**config.mk**
```make
export PLATFORM = sky130hd
export DESIGN_NAME = ppw_measure
export DESIGN_NICKNAME = d
export VERILOG_FILES = /design/src/ppw_measure.v
export VERILOG_INCLUDE_DIRS = /design/src
export SDC_FILE = /design/constraint.sdc
export NUM_CORES = 1
export LEC_CHECK = 0
export ABC_AREA = 1
export BUFFER_PORTS_ARGS = -buffer_cell sky130_fd_sc_hd__buf_2
export CAP_MARGIN = 20
export CORE_MARGIN = 2
export CORE_UTILIZATION = 45
export CTS_BUF_LIST = sky130_fd_sc_hd__clkbuf_8 sky130_fd_sc_hd__clkbuf_16
export CTS_CLUSTER_SIZE = 40
export DETAILED_ROUTE_END_ITERATION = 10
export PLACE_DENSITY = 0.68
export SLEW_MARGIN = 20
export SYNTH_ARGS = -nofsm -noshare
export SYNTH_HDL_FRONTEND = slang
export SYNTH_SLANG_ARGS = --single-unit
```
**constraint.sdc**
```tcl
create_clock -name aclk -period 3.6 [get_ports aclk]
set_input_delay 0.54 -clock aclk [delete_from_list [all_inputs] [get_ports aclk]]
set_output_delay 0.54 -clock aclk [all_outputs]
set_load 0.01 [all_outputs]
```
**src/ppw_regs.vh**
```
/*
 * Register map, field positions, reset values and encodings of the pulse
 * period/width measurement timer. It is included by the timer module and the bench.
 */
`ifndef PPW_REGS_VH
`define PPW_REGS_VH

`define PPW_ADDR_W 8
`define PPW_OFS_MODE 8'h00
`define PPW_OFS_VALUE 8'h04
`define PPW_OFS_START 8'h08
`define PPW_OFS_STATUS 8'h0c
`define PPW_OFS_MASK 8'h10
`define PPW_OFS_COUNT 8'h14

`define PPW_MODE_OP 1:0
`define PPW_MODE_EDGE 3:2
`define PPW_MODE_SRC 7:6
`define PPW_MODE_KEEP 8'hcf
`define PPW_MODE_RST 8'h00
`define PPW_OP_MEASURE 2'h2
`define PPW_EDGE_FALL 2'h0
`define PPW_EDGE_RISE 2'h1
`define PPW_EDGE_BOTH 2'h2
`define PPW_SRC_DIV2 2'h0
`define PPW_SRC_DIV16 2'h1
`define PPW_SRC_DIV64 2'h2
`define PPW_SRC_DIV512 2'h3
`define PPW_PRE_W 9
`define PPW_MASK_DIV2 9'h001
`define PPW_MASK_DIV16 9'h00f
`define PPW_MASK_DIV64 9'h03f
`define PPW_MASK_DIV512 9'h1ff

`define PPW_IRQ_W 2
`define PPW_IRQ_CAP 0
`define PPW_IRQ_OVF 1
`define PPW_IRQ_RST 2'h0

`define PPW_RESP_OKAY 2'h0
`define PPW_RESP_SLVERR 2'h2

`endif

```
**src/ppw_measure.v**
```verilog
/*
 * Pulse period/width measurement timer with an AXI4-Lite register slave.
 * Assumes aclk is the oscillator clock, aresetn is synchronous to aclk and
 * pulse_measure_input is an asynchronous pin driven from outside.
 */
// Function
// Mode field value binary 10 selects period/width measurement.
// Edge field 00 picks falling edges, 01 rising edges, 10 both edges, 11 none.
// Source field picks the oscillator clock divided by 2, 16, 64 or 512.
// With the start flag set the counter adds one on every count source clock.
// On each effective edge the counter value is copied into the buffer.
// A read of the capture value register returns the buffer.
// After each capture the counter restarts from zero and keeps counting.
// Each capture sets a sticky request bit until software clears it.
// The capture at the first edge after start raises no request.
// A counter overflow also raises the timer request.
// The source keeps edges two count clocks apart and avoids overflow.
// Software decides whether a width sample was a high or a low phase.
// Software sets the pin direction to input before use.
// Mode bits five and four are ignored on write and read as zero.
// Counter and buffer are sixteen bits wide.
// The start flag gates counting and a value write clears it.
// The counter wraps to zero and the pin is synchronised before edge detection.
`timescale 1ns/1ps
`include "ppw_regs.vh"

module ppw_measure #(
	parameter CNT_W = 16
) (
	input wire aclk,
	input wire aresetn,
	input wire [`PPW_ADDR_W-1:0] s_axi_awaddr,
	input wire [2:0] s_axi_awprot,
	input wire s_axi_awvalid,
	output wire s_axi_awready,
	input wire [31:0] s_axi_wdata,
	input wire [3:0] s_axi_wstrb,
	input wire s_axi_wvalid,
	output wire s_axi_wready,
	output wire [1:0] s_axi_bresp,
	output wire s_axi_bvalid,
	input wire s_axi_bready,
	input wire [`PPW_ADDR_W-1:0] s_axi_araddr,
	input wire [2:0] s_axi_arprot,
	input wire s_axi_arvalid,
	output wire s_axi_arready,
	output wire [31:0] s_axi_rdata,
	output wire [1:0] s_axi_rresp,
	output wire s_axi_rvalid,
	input wire s_axi_rready,
	input wire pulse_measure_input,
	output wire irq
);

	function [`PPW_PRE_W-1:0] src_mask;
		input [1:0] src;
		begin
			case (src)
				`PPW_SRC_DIV2: src_mask = `PPW_MASK_DIV2;
				`PPW_SRC_DIV16: src_mask = `PPW_MASK_DIV16;
				`PPW_SRC_DIV64: src_mask = `PPW_MASK_DIV64;
				default: src_mask = `PPW_MASK_DIV512;
			endcase
		end
	endfunction

	function [7:0] lane_merge;
		input [7:0] old;
		input [7:0] new_byte;
		input strobe;
		begin
			lane_merge = strobe ? new_byte : old;
		end
	endfunction

	reg awready_q;
	reg wready_q;
	reg bvalid_q;
	reg [1:0] bresp_q;
	reg arready_q;
	reg rvalid_q;
	reg [1:0] rresp_q;
	reg [31:0] rdata_q;
	reg aw_have_q;
	reg w_have_q;
	reg [`PPW_ADDR_W-1:0] awaddr_q;
	reg [31:0] wdata_q;
	reg [3:0] wstrb_q;

	reg [7:0] mode_q;
	reg start_q;
	reg first_q;
	reg [CNT_W-1:0] cnt_q;
	reg [CNT_W-1:0] cnt_d;
	reg [CNT_W-1:0] buf_q;
	reg [CNT_W-1:0] buf_d;
	reg [`PPW_IRQ_W-1:0] sts_q;
	reg [`PPW_IRQ_W-1:0] mask_q;
	reg irq_q;
	reg [`PPW_PRE_W-1:0] pre_q;
	reg pin_s1_q;
	reg pin_s2_q;
	reg pin_s3_q;

	wire aw_fire = s_axi_awvalid & awready_q;
	wire w_fire = s_axi_wvalid & wready_q;
	wire wr_go = aw_have_q & w_have_q & ~bvalid_q;
	wire ar_fire = s_axi_arvalid & arready_q;
	wire wr_mode = wr_go & (awaddr_q == `PPW_OFS_MODE);
	wire wr_value = wr_go & (awaddr_q == `PPW_OFS_VALUE);
	wire wr_start = wr_go & (awaddr_q == `PPW_OFS_START) & wstrb_q[0];
	wire wr_status = wr_go & (awaddr_q == `PPW_OFS_STATUS) & wstrb_q[0];
	wire wr_mask = wr_go & (awaddr_q == `PPW_OFS_MASK) & wstrb_q[0];
	wire wr_known = (awaddr_q == `PPW_OFS_MODE) | (awaddr_q == `PPW_OFS_VALUE) |
		(awaddr_q == `PPW_OFS_START) | (awaddr_q == `PPW_OFS_STATUS) |
		(awaddr_q == `PPW_OFS_MASK) | (awaddr_q == `PPW_OFS_COUNT);

	// measurement mode decode.
	wire measure_on = (mode_q[`PPW_MODE_OP] == `PPW_OP_MEASURE);
	wire running = measure_on & start_q;

	// count source divider.
	wire [`PPW_PRE_W-1:0] div_mask = src_mask(mode_q[`PPW_MODE_SRC]);
	wire tick = ((pre_q & div_mask) == div_mask);

	// effective edge select on the synchronised pin.
	wire rise = pin_s2_q & ~pin_s3_q;
	wire fall = ~pin_s2_q & pin_s3_q;
	reg edge_hit;
	always @* begin
		case (mode_q[`PPW_MODE_EDGE])
			`PPW_EDGE_FALL: edge_hit = fall;
			`PPW_EDGE_RISE: edge_hit = rise;
			`PPW_EDGE_BOTH: edge_hit = rise | fall;
			default: edge_hit = 1'b0;
		endcase
	end

	wire capture = running & edge_hit;
	wire overflow = running & ~capture & tick & (&cnt_q);
	// the first capture after start is silent.
	wire cap_irq = capture & ~first_q;

	// Counter and buffer next values; a value write wins over counting.
	always @* begin
		cnt_d = cnt_q;
		buf_d = buf_q;
		if (wr_value) begin
			cnt_d[7:0] = lane_merge(cnt_q[7:0], wdata_q[7:0], wstrb_q[0]);
			cnt_d[15:8] = lane_merge(cnt_q[15:8], wdata_q[15:8], wstrb_q[1]);
			buf_d[7:0] = lane_merge(buf_q[7:0], wdata_q[7:0], wstrb_q[0]);
			buf_d[15:8] = lane_merge(buf_q[15:8], wdata_q[15:8], wstrb_q[1]);
		end else if (capture) begin
			// counter copied into the buffer.
			buf_d = cnt_q;
			// restart from zero after capture.
			cnt_d = {CNT_W{1'b0}};
		end else if (running & tick) begin
			// count up on each source clock.
			// wrap from all ones to zero.
			cnt_d = cnt_q + {{(CNT_W-1){1'b0}}, 1'b1};
		end
	end

	always @(posedge aclk) begin
		if (!aresetn) begin
			pin_s1_q <= 1'b0;
			pin_s2_q <= 1'b0;
			pin_s3_q <= 1'b0;
			pre_q <= {`PPW_PRE_W{1'b0}};
		end else begin
			// two-stage synchroniser before edge detection.
			pin_s1_q <= pulse_measure_input;
			pin_s2_q <= pin_s1_q;
			pin_s3_q <= pin_s2_q;
			pre_q <= pre_q + {{(`PPW_PRE_W-1){1'b0}}, 1'b1};
		end
	end

	always @(posedge aclk) begin
		if (!aresetn) begin
			mode_q <= `PPW_MODE_RST;
			start_q <= 1'b0;
			first_q <= 1'b0;
			cnt_q <= {CNT_W{1'b0}};
			buf_q <= {CNT_W{1'b0}};
			sts_q <= `PPW_IRQ_RST;
			mask_q <= `PPW_IRQ_RST;
			irq_q <= 1'b0;
		end else begin
			// bits five and four are not stored.
			if (wr_mode)
				mode_q <= wdata_q[7:0] & `PPW_MODE_KEEP;
			// a value write halts counting.
			if (wr_value) begin
				start_q <= 1'b0;
				first_q <= 1'b0;
			end else if (wr_start) begin
				start_q <= wdata_q[0];
				if (wdata_q[0] & ~start_q)
					first_q <= 1'b1;
			end
			if (capture)
				first_q <= 1'b0;
			// sixteen-bit counter and buffer.
			cnt_q <= cnt_d;
			buf_q <= buf_d;
			// sticky capture request, set beats clear.
			// sticky overflow request, set beats clear.
			sts_q <= (sts_q & ~(wr_status ? wdata_q[`PPW_IRQ_W-1:0] : `PPW_IRQ_RST)) |
				{overflow, cap_irq};
			if (wr_mask)
				mask_q <= wdata_q[`PPW_IRQ_W-1:0];
			irq_q <= |(sts_q & mask_q);
		end
	end

	// Write channel: address and data are taken in either order and held until the
	// response is accepted, so only one write is in flight.
	always @(posedge aclk) begin
		if (!aresetn) begin
			awready_q <= 1'b1;
			wready_q <= 1'b1;
			aw_have_q <= 1'b0;
			w_have_q <= 1'b0;
			awaddr_q <= {`PPW_ADDR_W{1'b0}};
			wdata_q <= 32'h0000_0000;
			wstrb_q <= 4'h0;
			bvalid_q <= 1'b0;
			bresp_q <= `PPW_RESP_OKAY;
		end else begin
			if (aw_fire) begin
				awready_q <= 1'b0;
				aw_have_q <= 1'b1;
				awaddr_q <= {s_axi_awaddr[`PPW_ADDR_W-1:2], 2'b00};
			end
			if (w_fire) begin
				wready_q <= 1'b0;
				w_have_q <= 1'b1;
				wdata_q <= s_axi_wdata;
				wstrb_q <= s_axi_wstrb;
			end
			if (wr_go) begin
				bvalid_q <= 1'b1;
				bresp_q <= wr_known ? `PPW_RESP_OKAY : `PPW_RESP_SLVERR;
				aw_have_q <= 1'b0;
				w_have_q <= 1'b0;
			end
			if (bvalid_q & s_axi_bready) begin
				bvalid_q <= 1'b0;
				awready_q <= 1'b1;
				wready_q <= 1'b1;
			end
		end
	end

	// the value register reads the capture buffer.
	reg [31:0] rd_mux;
	reg rd_ok;
	always @* begin
		rd_mux = 32'h0000_0000;
		rd_ok = 1'b1;
		case ({s_axi_araddr[`PPW_ADDR_W-1:2], 2'b00})
			`PPW_OFS_MODE: rd_mux[7:0] = mode_q;
			`PPW_OFS_VALUE: rd_mux[CNT_W-1:0] = buf_q;
			`PPW_OFS_START: rd_mux[0] = start_q;
			`PPW_OFS_STATUS: rd_mux[`PPW_IRQ_W-1:0] = sts_q;
			`PPW_OFS_MASK: rd_mux[`PPW_IRQ_W-1:0] = mask_q;
			`PPW_OFS_COUNT: rd_mux[CNT_W-1:0] = cnt_q;
			default: rd_ok = 1'b0;
		endcase
	end

	always @(posedge aclk) begin
		if (!aresetn) begin
			arready_q <= 1'b1;
			rvalid_q <= 1'b0;
			rresp_q <= `PPW_RESP_OKAY;
			rdata_q <= 32'h0000_0000;
		end else begin
			if (ar_fire) begin
				arready_q <= 1'b0;
				rvalid_q <= 1'b1;
				rdata_q <= rd_mux;
				rresp_q <= rd_ok ? `PPW_RESP_OKAY : `PPW_RESP_SLVERR;
			end
			if (rvalid_q & s_axi_rready) begin
				rvalid_q <= 1'b0;
				arready_q <= 1'b1;
			end
		end
	end

	assign s_axi_awready = awready_q;
	assign s_axi_wready = wready_q;
	assign s_axi_bvalid = bvalid_q;
	assign s_axi_bresp = bresp_q;
	assign s_axi_arready = arready_q;
	assign s_axi_rvalid = rvalid_q;
	assign s_axi_rresp = rresp_q;
	assign s_axi_rdata = rdata_q;
	assign irq = irq_q;

endmodule // ppw_measure

```
==> run summary <==
status - completed
fin crit period - 2360 ps
H-tree depth - 3
crit-path most repeated cell - nand2_1
drt pass-1 iters - 5
grt met3 use - 3.53%
Crit path buffers/inverters - 1
GR Overflow Total - 0
Starting DRT DRC Count - 416
Worst slew margin - 50.5%
via count - 4748
Layout area overhead - 12.5%
port bufs - 61
placed cell areas - 5390 um^2
critical path depth - 9
area share of the largest cell type after synthesis - 41.8%
FMAX - 0.424 GHz
Synth area leaders - dfxtp_1 (42%), nand2_1 (11%), nor2_1 (10%), o21ai_0 (9.8%), a21oi_1 (5.4%)
Final Skew - 6.96 ps
routed length per instance - 13.0 um
Avg Cell Area, Syn - 6.74 um^2
Routed Antenna Nets - 0
Warnings, synthesis - 0
crit path cell chain - inv_1 > ha_1 > nand3b_1 > nand3_1 > nand2_1 > nand2_1 > nand2_1 > o21ai_0 > nor2_1
Yosys reg bits - 106
wirelength, routed - 12300 um
share of layout cells above drive strength 1 - 12.1%
Largest stage delay, worst path - 560 ps
clock latency on the worst-skew pair - 350 ps
Initial Util - 46.5%
clock slew at reported path FFs - 70 ps
R2R Path Start - pin_s2_q
Final Hold Viols - 0
R2R Setup Slk - 1240 ps
RSZ-0062 raised after global routing - false
Yosys cell types - 36
crit path launch - pin_s2_q
routability cong. - 0.832
drt drc - 0
Row Count - 38
Max VDD drop - 0.294 mV
Worst EP required - 3840 ps
die width - 110 um
PnR Total Power - 2.54 mW
count of max-cap constraint violations - 0
CTS buffer count - 9
cell taking the most area after synthesis - dfxtp_1
critical path startpoint category - register
CTS tree - built
period utilization - 65.5%
post-CTS setup buffer count - 0
clock root buffer - clkbuf_16
crit end category - register
placed instance count - 931
# diodes - 0
Pins Over Slew Limit - 0
CP max stage cell - nand2_1
WP data arrival - 2600 ps
Lkg Pwr - 2.53 nW
cts repair resizes - 0
deepest clock path buffer count - 2
reg2reg end - buf_q[12]
met1 Use GR - 30.3%
GRT Total Usage - 21.3%
busiest layer in global routing - met2
final layout net count - 872
Setup TNS - 0 ps
min-delay worst type - in2reg
antenna violations before repair - 0
Worst Max-Slew Pin Slew - 742 ps
crit-path max FO - 18
Post-Layout Cell Count - 947
Setup Viol. Count Final - 0
first-pass GRT wire length - 20200 um
sequential area share after synthesis - 41.8%
Core Util, Final - 52.3%
critical path's top delay family - simple AND/OR/NAND/NOR gates
Final Cell Area - 5720 um^2
vias in the first global route - 4264
Power Density - 444 nW/um^2
Post-Syn Instances - 754
CTS sink cnt - 106
cts-stage hold buffer count - 0
Crit Path Category - reg2reg
Netlist Area Pre-Place - 5080 um^2
M2 GR Usage - 33.3%
Vias per Instance - 5.01
Post-DP HPWL - 8880 um
largest net degree at the start of global routing - 80
worst reg-to-reg path cell count - 9
Die Area - 12200 um^2
die height - 110 um
I/O pin total - 108
CORE AREA - 10900 um^2
crit path to - buf_q[12]
[stage by stage]
stage	worst slack (ps)	hold WS (ps)
global route	1010	378
detailed placement	1260	400
CTS	1250	371
global placement	1350	396
finish	1240	369
floorplan	2000	390
[flip-flops by register name, indices dropped and copies added (netlist names), 6 cells and up]
register / count
awaddr_q: 6
buf_q: 16
cnt_q: 16
mode_q: 6
pre_q: 9
s_axi_rdata: 16
wdata_q: 16
[layout by cell type, fill, tap and decap left out, types with 6 or more instances in the layout]
master	count
conb_1	18
nand2_1	154
nand4_1	6
o21ai_0	100
dfxtp_1	106
inv_1	67
nand3_1	28
clkbuf_16	9
buf_2	61
a21oi_1	55
nor2_1	140
[Yosys cell counts, drive strengths merged]
master	instances
nand2	159
nor2	147
dfxtp	106
o21ai	104
inv	69
a21oi	55
nand3	30
buf	28
clkbuf	17
nand4	6
xor2	5
ha	4
nor3	4
o211ai	4
a211oi	2
a31oi	2
o22ai	2
a2111oi	1
a21boi	1
clkinv	1
conb	1
nand3b	1
nor3b	1
nor4	1
o21a	1
or2	1
xnor2	1
[report_power, final]
part,total [mW],switching (mW),leakage (nW),internal (mW)
combinational,0.206,0.132,1.51,0.0734
sequential,1.26,0.0349,0.865,1.22
clock,1.08,0.449,0.160,0.631
[kinds of logic (layout without fill, tap and decap cells)]
family	Yosys count	in the layout	share of synthesized area, %
xor gates and xnor gates	6	6	1.03
other	1	18	0.0738
AOI/OAI and AO/OA	172	172	17.5
DFF	106	106	41.8
adders and majority gates	4	4	0.985
buffers and inverters	115	151	10.4
and+or+nand+nor	350	350	28.3
[final cells by class]
type                    instances  area, um^2
clock inverters                 6        88.8
well taps                     140         175
flip-flops and latches        106        2120
fillers                      1107        5220
repair buffers                 65         335
multi-input cells             550        2500
inverters                      70         263
clock buffers                  10         239
[worst reg2reg max path, stage by stage, from the launching register on]
cell	delay, ps
dfxtp_1	360
inv_1	60
ha_1	290
nand3b_1	150
nand3_1	100
nand2_1	130
nand2_1	560
nand2_1	300
o21ai_0	250
nor2_1	60
[routing by layer]
metal  vias to the layer above  routed length (um)
met3                        14                 707
li1                       2481                   -
met4                         0                 136
met1                      2114                6140
met2                       139                5330
met5                         -                   0
[worst min path at each step]
stage / end / slack (ps) / cells past startpoint / from
6_report: pin_s1_q / 370 / 3 / pulse_measure_input
5_1_grt: pin_s1_q / 380 / 3 / pulse_measure_input
4_1_cts: pin_s1_q / 370 / 3 / pulse_measure_input
3_5_place_dp: pin_s2_q / 400 / 2 / pin_s1_q
3_3_place_gp: pin_s2_q / 400 / 2 / pin_s1_q
2_1_floorplan: pin_s2_q / 390 / 2 / pin_s1_q
Power figures use the tool's default switching activity.
